[src/pkg/bslw_pkg.sv]
// Constants for the BCD subtract and word logic unit.
// Assumes a 32-bit classic Wishbone register bus with byte addressing.
package bslw_pkg;

  // Bus shape
  localparam int          ADR_W        = 8;
  localparam int          DAT_W        = 32;
  localparam int          WORD_W       = 16;
  localparam int          DIGITS       = 4;

  // Register byte offsets
  localparam logic [7:0]  OFS_CTRL     = 8'h00;
  localparam logic [7:0]  OFS_OPA      = 8'h04;
  localparam logic [7:0]  OFS_OPB      = 8'h08;
  localparam logic [7:0]  OFS_SUB_RES  = 8'h0c;
  localparam logic [7:0]  OFS_AND_RES  = 8'h10;
  localparam logic [7:0]  OFS_OR_RES   = 8'h14;
  localparam logic [7:0]  OFS_FLAGS    = 8'h18;
  localparam logic [7:0]  OFS_PTR      = 8'h1c;

  // Control field positions
  localparam int          CTL_SUB_EN   = 0;
  localparam int          CTL_SUB_DIFF = 1;
  localparam int          CTL_AND_EN   = 2;
  localparam int          CTL_OR_EN    = 3;
  localparam int          CTL_CLC_EN   = 4;
  localparam int          CTL_IND_EN   = 5;
  localparam int          CTL_W        = 6;

  // Flag field positions
  localparam int          FLG_CARRY    = 0;
  localparam int          FLG_FAULT    = 1;
  localparam int          FLG_ZERO     = 2;

  // Reset values
  localparam logic [5:0]  CTRL_RST     = 6'h00;
  localparam logic [15:0] WORD_RST     = 16'h0000;

  // Highest legal retention-area word index, in BCD
  localparam logic [15:0] RET_LAST     = 16'h0099;

  // Ten's complement bias of the four-digit subtraction
  localparam int          BCD_BIAS     = 10000;

endpackage

[src/bslw_digit_sub.sv]
// One BCD digit stage of the ripple subtractor.
// Assumes both digits are valid BCD; the caller screens them.
`timescale 1ns/1ns
module bslw_digit_sub (
  // Digits in
  input  wire logic [3:0] a_in,       // Digit of first operand
  input  wire logic [3:0] b_in,       // Digit of second operand
  input  wire logic       borrow_in,  // Borrow from lower digit
  // Digit out
  output logic      [3:0] diff_out,   // Difference digit
  output logic            borrow_out  // Borrow to higher digit
);

  logic [4:0] raw;                    // Five-bit signed trial difference

  // Subtract, then fold a negative digit back by adding ten
  always_comb begin
    raw = {1'b0, a_in} - {1'b0, b_in} - {4'h0, borrow_in};
    if (raw[4]) begin
      diff_out   = raw[3:0] + 4'ha;
      borrow_out = 1'b1;
    end else begin
      diff_out   = raw[3:0];
      borrow_out = 1'b0;
    end
  end

endmodule

[src/bslw_unit.sv]
// BCD subtract, word AND and word OR unit behind a Wishbone slave.
// Assumes one clock edge is one program scan and a classic bus master.
//
// Our own choices: the address map and the Wishbone slave port.
`timescale 1ns/1ns
// Functional notes
// - Subtract idle: result and zero flag untouched
// - Subtract operand B and carry from A
// - Negative difference sets carry, ten's complement
// - Compute 10000 plus A minus B minus carry
// - Non-BCD operand raises fault flag
// - Bad indirect pointer raises fault flag
// - Zero flag follows stored difference
// - Differentiated subtract runs once per rise
// - OR idle leaves its result unchanged
// - OR writes bitwise OR of inputs
// - Operands are four-digit BCD words
// - Carry clear forces carry flag off unless a subtract runs
module bslw_unit
  import bslw_pkg::*;
(
  // Clock and reset
  input  wire logic                        CLOCK_IN,
  input  wire logic                        RESETN_IN,
  // Wishbone slave
  input  wire logic                        WB_CYC_IN,
  input  wire logic                        WB_STB_IN,
  input  wire logic                        WB_WE_IN,
  input  wire logic [bslw_pkg::ADR_W-1:0]  WB_ADR_IN,
  input  wire logic [3:0]                  WB_SEL_IN,
  input  wire logic [bslw_pkg::DAT_W-1:0]  WB_DAT_IN,
  output logic      [bslw_pkg::DAT_W-1:0]  WB_DAT_OUT,
  output logic                             WB_ACK_OUT,
  // Flag outputs
  output logic                             CARRY_FLAG_OUT,
  output logic                             FAULT_FLAG_OUT,
  output logic                             ZERO_FLAG_OUT
);
  import bslw_pkg::*;

  // Checks that every nibble of a word is a decimal digit
  function automatic logic is_bcd(input logic [15:0] w);
    logic ok;
    ok = 1'b1;
    for (int i = 0; i < DIGITS; i++) begin
      if (w[i*4 +: 4] > 4'h9) ok = 1'b0;
    end
    return ok;
  endfunction

  // Decimal value of a BCD word, for checking only
  function automatic int bcd_val(input logic [15:0] w);
    int v;
    v = 0;
    for (int i = DIGITS - 1; i >= 0; i--) begin
      v = v * 10 + int'(w[i*4 +: 4]);
    end
    return v;
  endfunction

  // Register state
  logic [CTL_W-1:0]  ctrl_q;             // Execution conditions
  logic [15:0]       opa_q;              // First/left operand word
  logic [15:0]       opb_q;              // Second/right operand word
  logic [15:0]       ptr_q;              // Indirect pointer word
  logic [15:0]       sub_res_q;          // Difference output cell
  logic [15:0]       and_res_q;          // Conjunction output cell
  logic [15:0]       or_res_q;           // Disjunction output cell
  logic              carry_q;            // Carry flag
  logic              fault_q;            // Fault flag
  logic              zero_q;             // Zero flag
  logic              sub_prev_q;         // Subtract condition last scan
  logic              ack_q;              // Bus acknowledge
  logic [31:0]       rdat_q;             // Bus read data

  // Bus decode
  logic              bus_req;            // New access this cycle
  logic              wr_go;              // Write commits this cycle
  logic              wr_lo;              // Low byte lane written
  logic              wr_hi;              // High byte lane written
  logic [31:0]       rdat_d;             // Read mux

  // Datapath
  logic              sub_go;             // Subtract executes this scan
  logic              ind_bad;            // Indirect pointer unusable
  logic              sub_bad;            // Subtract refused for fault
  logic              cy_in;              // Carry seen by subtract
  logic [DIGITS:0]   brw;                // Digit borrow chain
  logic [15:0]       diff;               // Four-digit difference

  // One request per handshake; ack falls in the cycle after it rose
  assign bus_req = WB_CYC_IN & WB_STB_IN & ~ack_q;
  assign wr_go   = bus_req & WB_WE_IN;
  assign wr_lo   = wr_go & WB_SEL_IN[0];
  assign wr_hi   = wr_go & WB_SEL_IN[1];

  // Edge detect only in differentiated mode
  assign sub_go  = ctrl_q[CTL_SUB_EN] &
                   (~ctrl_q[CTL_SUB_DIFF] | ~sub_prev_q);
  // Pointer must be BCD and inside the area
  assign ind_bad = ctrl_q[CTL_IND_EN] &
                   (~is_bcd(ptr_q) | (ptr_q > RET_LAST));
  // Both operands screened as BCD words
  assign sub_bad = ind_bad | ~is_bcd(opa_q) | ~is_bcd(opb_q);
  // Carry clear in the same scan acts first
  assign cy_in   = ctrl_q[CTL_CLC_EN] ? 1'b0 : carry_q;

  // Ripple of four digit stages: 10000 + A - B - carry
  assign brw[0] = cy_in;
  for (genvar g = 0; g < DIGITS; g++) begin : g_dig
    bslw_digit_sub u_dig (
      .a_in       (opa_q[g*4 +: 4]),
      .b_in       (opb_q[g*4 +: 4]),
      .borrow_in  (brw[g]),
      .diff_out   (diff[g*4 +: 4]),
      .borrow_out (brw[g+1])
    );
  end

  // Bus handshake: answer one cycle after the request appears
  always_ff @(posedge CLOCK_IN or negedge RESETN_IN) begin
    if (!RESETN_IN) begin
      ack_q  <= 1'b0;
      rdat_q <= 32'h0000_0000;
    end else begin
      ack_q  <= bus_req;
      rdat_q <= bus_req ? rdat_d : 32'h0000_0000;
    end
  end

  // Read mux; unmapped offsets read zero
  always_comb begin
    rdat_d = 32'h0000_0000;
    unique case (WB_ADR_IN)
      OFS_CTRL:    rdat_d[CTL_W-1:0] = ctrl_q;
      OFS_OPA:     rdat_d[15:0]      = opa_q;
      OFS_OPB:     rdat_d[15:0]      = opb_q;
      OFS_SUB_RES: rdat_d[15:0]      = sub_res_q;
      OFS_AND_RES: rdat_d[15:0]      = and_res_q;
      OFS_OR_RES:  rdat_d[15:0]      = or_res_q;
      OFS_FLAGS: begin
        rdat_d[FLG_CARRY] = carry_q;
        rdat_d[FLG_FAULT] = fault_q;
        rdat_d[FLG_ZERO]  = zero_q;
      end
      OFS_PTR:     rdat_d[15:0]      = ptr_q;
      default:     rdat_d            = 32'h0000_0000;
    endcase
  end

  // Software-written control and operand words
  always_ff @(posedge CLOCK_IN or negedge RESETN_IN) begin
    if (!RESETN_IN) begin
      ctrl_q <= CTRL_RST;
      opa_q  <= WORD_RST;
      opb_q  <= WORD_RST;
      ptr_q  <= WORD_RST;
    end else begin
      if (wr_lo && WB_ADR_IN == OFS_CTRL) ctrl_q <= WB_DAT_IN[CTL_W-1:0];
      if (WB_ADR_IN == OFS_OPA) begin
        if (wr_lo) opa_q[7:0]  <= WB_DAT_IN[7:0];
        if (wr_hi) opa_q[15:8] <= WB_DAT_IN[15:8];
      end
      if (WB_ADR_IN == OFS_OPB) begin
        if (wr_lo) opb_q[7:0]  <= WB_DAT_IN[7:0];
        if (wr_hi) opb_q[15:8] <= WB_DAT_IN[15:8];
      end
      if (WB_ADR_IN == OFS_PTR) begin
        if (wr_lo) ptr_q[7:0]  <= WB_DAT_IN[7:0];
        if (wr_hi) ptr_q[15:8] <= WB_DAT_IN[15:8];
      end
    end
  end

  // Previous-scan copy of the subtract condition
  always_ff @(posedge CLOCK_IN or negedge RESETN_IN) begin
    if (!RESETN_IN) begin
      sub_prev_q <= 1'b0;
    end else begin
      sub_prev_q <= ctrl_q[CTL_SUB_EN];
    end
  end

  // Difference cell and zero flag move only when subtract runs
  always_ff @(posedge CLOCK_IN or negedge RESETN_IN) begin
    if (!RESETN_IN) begin
      sub_res_q <= WORD_RST;
      zero_q    <= 1'b0;
    end else if (sub_go && !sub_bad) begin
      sub_res_q <= diff;
      zero_q    <= (diff == WORD_RST);
    end
  end

  // Carry: hardware outcome wins over a software write in the same cycle.
  // Software may write carry so the program can clear it itself.
  always_ff @(posedge CLOCK_IN or negedge RESETN_IN) begin
    if (!RESETN_IN) begin
      carry_q <= 1'b0;
    end else if (sub_go && !sub_bad) begin
      carry_q <= brw[DIGITS];
    end else if (ctrl_q[CTL_CLC_EN]) begin
      carry_q <= 1'b0;
    end else if (wr_lo && WB_ADR_IN == OFS_FLAGS) begin
      carry_q <= WB_DAT_IN[FLG_CARRY];
    end
  end

  // Fault reflects the last executed operation; a refused one sets it
  always_ff @(posedge CLOCK_IN or negedge RESETN_IN) begin
    if (!RESETN_IN) begin
      fault_q <= 1'b0;
    end else if (sub_go) begin
      fault_q <= sub_bad;
    end else if (ctrl_q[CTL_AND_EN] || ctrl_q[CTL_OR_EN]) begin
      fault_q <= ind_bad;
    end else if (wr_lo && WB_ADR_IN == OFS_FLAGS) begin
      fault_q <= WB_DAT_IN[FLG_FAULT];
    end
  end

  // Word conjunction; idle keeps the cell
  always_ff @(posedge CLOCK_IN or negedge RESETN_IN) begin
    if (!RESETN_IN) begin
      and_res_q <= WORD_RST;
    end else if (ctrl_q[CTL_AND_EN] && !ind_bad) begin
      and_res_q <= opa_q & opb_q;
    end
  end

  // Word disjunction; idle keeps the cell
  always_ff @(posedge CLOCK_IN or negedge RESETN_IN) begin
    if (!RESETN_IN) begin
      or_res_q <= WORD_RST;
    end else if (ctrl_q[CTL_OR_EN] && !ind_bad) begin
      or_res_q <= opa_q | opb_q;
    end
  end

  // Output ports straight from flip-flops
  assign WB_ACK_OUT     = ack_q;
  assign WB_DAT_OUT     = rdat_q;
  assign CARRY_FLAG_OUT = carry_q;
  assign FAULT_FLAG_OUT = fault_q;
  assign ZERO_FLAG_OUT  = zero_q;

  // Reference decimal outcome of the subtraction, for checking only
  int ref_val;
  assign ref_val = (BCD_BIAS + bcd_val(opa_q) - bcd_val(opb_q)
                    - int'(cy_in)) % BCD_BIAS;
endmodule

[config.mk]
export PLATFORM = sky130hd
export DESIGN_NAME = bslw_unit
export DESIGN_NICKNAME = d
export VERILOG_FILES = /design/src/pkg/bslw_pkg.sv /design/src/bslw_digit_sub.sv /design/src/bslw_unit.sv
export SDC_FILE = /design/constraint.sdc
export NUM_CORES = 1
export LEC_CHECK = 0
export ABC_CLOCK_PERIOD_IN_PS = 9000
export BUFFER_PORTS_ARGS = -buffer_cell sky130_fd_sc_hd__buf_2
export CAP_MARGIN = 20
export CORE_MARGIN = 2
export CORE_UTILIZATION = 59
export DETAILED_ROUTE_END_ITERATION = 7
export PLACE_DENSITY = 0.81
export SYNTH_ARGS = -nofsm -noshare
export SYNTH_HDL_FRONTEND = slang
export SYNTH_SLANG_ARGS = --single-unit
[constraint.sdc]
create_clock -name CLOCK_IN -period 9 [get_ports CLOCK_IN]
set_clock_uncertainty 0.15 [all_clocks]
set_input_delay 1.35 -clock CLOCK_IN [delete_from_list [all_inputs] [get_ports CLOCK_IN]]
set_output_delay 1.35 -clock CLOCK_IN [all_outputs]
set_load 0.01 [all_outputs]
==> summary.txt <==
Status
  – Run status: finished clean

Synthesis
  – Register bit count reported by yosys: 123
  – Count of mapped cells out of synthesis: 636
  – Number of enable-type register cells in the synthesized netlist: 0
  – Top cells by area in the synthesized netlist: dfrtp_1 43%, mux2_2 8.1%, ha_1 7.9%, mux4_2 4.8%, o21ai_0 3.7%
  – Area of the mapped netlist: roughly 7000 um2
  – Library cell with the highest instance count after synthesis: dfrtp_1
  – Synth top cells by count: 123 x dfrtp_1, 59 x nand2_1, 52 x o21ai_0
  – Primary FF master, synth: dfrtp_1
  – Syn avg cell area: 11.1 um2
  – Proportion of synthesized flip-flops having asynchronous set or reset: 100%
  – Synth area leader: dfrtp_1
  – Register area share after synthesis: a little over two fifths
  – Distinct cell type count after synthesis: between 60 and 70
  – Total of warnings raised by yosys: 0
  – Fraction of synthesized cell area taken by the top area cell type: between 40% and 50%

Critical path
  – Critical Path Fanout Max: 7
  – Worst path max stage delay: just over 500 ps
  – Kind of end point of the critical path: flip-flop
  – Required time of the worst setup path: 9170 ps
  – Arrival time reported for the critical path endpoint: 8270 ps
  – Critical Path Start Type: flip-flop
  – Path type of the worst setup path: flip-flop to flip-flop
  – Critical path's most frequent cell: fa_1
  – Critical path's slowest cell: fa_1

Pwr
  – Leakage power figure: about 3.9 nW
  – Switching power as a share of total power: 22.9%
  – Fraction of power consumed by combinational cells: 7.9%
  – Switching power: 0.298 mW
  – Power density relative to cell area: approximately 160 nW/um2
  – Internal power contribution: roughly 1.0 mW
  – Peak supply drop: 0.000129 V
  – Power share of the sequential group: between 40% and 50%
  – Clk pwr share: between 40% and 50%

Cells and area
  – Area of the multi-input gates: roughly 3700 um2
  – Antenna diode count: 0
  – Register cell area after layout: slightly above 3000 um2
  – Final net count: slightly below 800
  – Layout cell share with drive strength beyond 1: between 20 and 30%
  – Synth-to-Final Area Change: 12.4%
  – Total of fill cells in the finished design: approximately 840

Clocking
  – Clock latency on the worst-skew pair: between 400 and 500 ps
  – Worst-case clock buffer depth: 2
  – Number of gates resized after CTS: 0
  – Maximum level of the CTS H-tree: 4
  – Sink count of the clock tree: 123
  – Post-CTS setup-driven buffer insertion count: 0
  – Number of buffers inserted during clock tree synthesis: 17
  – Clock transition at the registers of the reported paths: ~50 ps
  – Cell at the root of the clock tree: clkbuf_16
  – Post-CTS Hold Fix Bufs: 0
  – Clock tree from TritonCTS: done

Timing
  – Period minus WS final: about 8100 ps
  – Post-route setup TNS: 0 ps
  – Final slew viol count: 0
  – Highest attainable clock frequency: between 0.1 and 0.15 GHz
  – Unrepaired setup endpoints after global routing: no
  – Number of endpoints with negative hold slack in the final report: 0
  – Slew at the pin closest to its max-slew limit: ~1100 ps
  – Slew Limit Headroom: between 20% and 30%
  – # setup viols final: 0
  – Final worst hold slack: ~300 ps
  – Tcrit/Tclk final: around nine tenths

Floorplanning
  – Effective utilization at floorplan: 59.7%
  – Die extent in x: ~110 um
  – Placeable Area: around 12000 um2
  – Die Outline Area: approximately 13000 um2
  – Standard-cell rows: 40
  – Height of the chip: approximately 110 um
  – Number of top-level pins: 85

Drt
  – Number of antenna-violating nets in the routed design: 0
  – Number of search-and-repair iterations in the first detailed-routing pass: 6
  – Total via count after detailed routing: 5246
  – Detailed-route wire length: approximately 18000 um
  – DRC: 0
  – Detailed-route vias per instance: roughly 6.2
  – Average wire length per cell after detail routing: about 21 um
  – DRC marker count from the first detailed-route iteration: 670

Global route
  – Number of global-route vias before repair: 5301
  – Wire length of the first global-routing pass: around 29000 um
  – Pin count of the biggest net entering global routing: 82
  – Leftover overflow at the end of global routing: 0
  – Total track usage: 28.9%
  – Antenna violations before repair: 0

Placement
  – DP Wirelength: around 12000 um
  – Global placer's final weighted congestion: between 0.9 and 1
  – Number of buffers inserted by port buffering: 50

Min path
  – Tightest Hold Check Type: flip-flop to flip-flop

Job
  – Number of max-capacitance violations reported: 0
[worst max-delay path: cells and delay by family, from the launching register on]
| family | cells | cell delay, ps |
|---|---|---|
| adder cells (fa/ha/maj) | 10 | 3620 |
| AO/OA/AOI/OAI | 9 | 2130 |
| AND/OR/NAND/NOR | 7 | 1030 |
| XOR/XNOR | 2 | 430 |
| flip-flops | 1 | 430 |
| buffers and inverters | 3 | 240 |
[cells by family after synthesis]
| family | count (synthesis) | share of synthesized area, % |
|---|---|---|
| and+or+nand+nor | 160 | 11.4 |
| DFF | 123 | 43.4 |
| AOI/OAI and AO/OA | 113 | 10.2 |
| muxes | 87 | 17.0 |
| buffers and inverters | 79 | 5.32 |
| adders and majority gates | 52 | 9.92 |
| xor gates and xnor gates | 21 | 2.79 |
| other | 1 | 0.0529 |
[flip-flops by register name (all words and copies together), names as in the netlist]
name,flops
opa_q,16
ZERO_FLAG_OUT,1
ptr_q,16
opb_q,16
or_res_q,16
and_res_q,16
CARRY_FLAG_OUT,1
ctrl_q,6
FAULT_FLAG_OUT,1
sub_res_q,16
WB_ACK_OUT,1
sub_prev_q,1
WB_DAT_OUT,16
[worst paths after layout]
kind,startpoint,endpoint,slack [ps],cells past startpoint
min reg2reg,ctrl_q[0],sub_prev_q,310,0
max,ctrl_q[4],ZERO_FLAG_OUT,900,31
min in group asynchronous,RESETN_IN,ptr_q[10],760,1
max reg2reg,ctrl_q[4],ZERO_FLAG_OUT,900,31
min,ctrl_q[0],sub_prev_q,310,0
max in group asynchronous,RESETN_IN,WB_DAT_OUT[1],6940,3
[metal layers]
| layer | up-vias | wire [um] | GRT usage, % |
|---|---|---|---|
| li1 | 2301 | - | - |
| met1 | 2623 | 7090 | 38.1 |
| met2 | 274 | 8740 | 46.8 |
| met3 | 48 | 1340 | 7.17 |
| met4 | 0 | 516 | 11.0 |
| met5 | - | 0 | 0 |
[per-stage QoR]
stage          std cells  setup slack (ps)  cell area (um2)  total power [mW]  utilization [%]
2_1_floorplan        651              1950             7140             0.640                -
3_3_place_gp         810              1300             7360             0.670             62.1
3_5_place_dp         810               970             7360             0.675             62.1
4_1_cts              838               953             7910              1.30             66.7
5_1_grt              840               402             7970              1.34             67.2
6_report             840               898             7970              1.30             67.2
[power groups by stage]
stage	Sequential [mW]	Combinational [mW]	Clock [mW]
floorplan	0.576	0.0633	0
global placement	0.576	0.0938	0
detailed placement	0.577	0.0985	0
CTS	0.568	0.100	0.630
global route	0.568	0.113	0.656
finish	0.568	0.102	0.631
[layout by cell type (no fill, tap or decap), types with 3 or more instances in the layout]
cell type / n
inv_1: 39
clkbuf_16: 17
o21ai_0: 52
and3_1: 3
a22oi_1: 4
o21a_1: 4
a22o_1: 5
mux2_4: 16
xor2_1: 8
xnor2_1: 12
mux2_2: 51
nand2_1: 59
mux4_2: 15
nor3b_1: 3
nor2_1: 42
fa_1: 7
o221ai_1: 5
a222oi_1: 10
conb_1: 16
a21oi_1: 15
or2_2: 3
o22ai_1: 4
buf_2: 49
nand3_1: 5
nor3_1: 7
nor4_1: 3
nand4_1: 4
nor2b_1: 10
clkbuf_8: 8
a211oi_1: 3
mux2i_1: 5
dfrtp_1: 123
buf_4: 3
ha_1: 45
[layout make-up]
class                           count  area share [%]
Clock buffer                       27            6.82
Clock inverter                      1          0.0628
Inverter                           39            1.84
Multi-Input combinational cell    449            46.3
Sequential cell                   123            38.6
Tap cell                          147            2.31
Timing Repair Buffer               54            4.05
(Power assumes the default switching activity.)
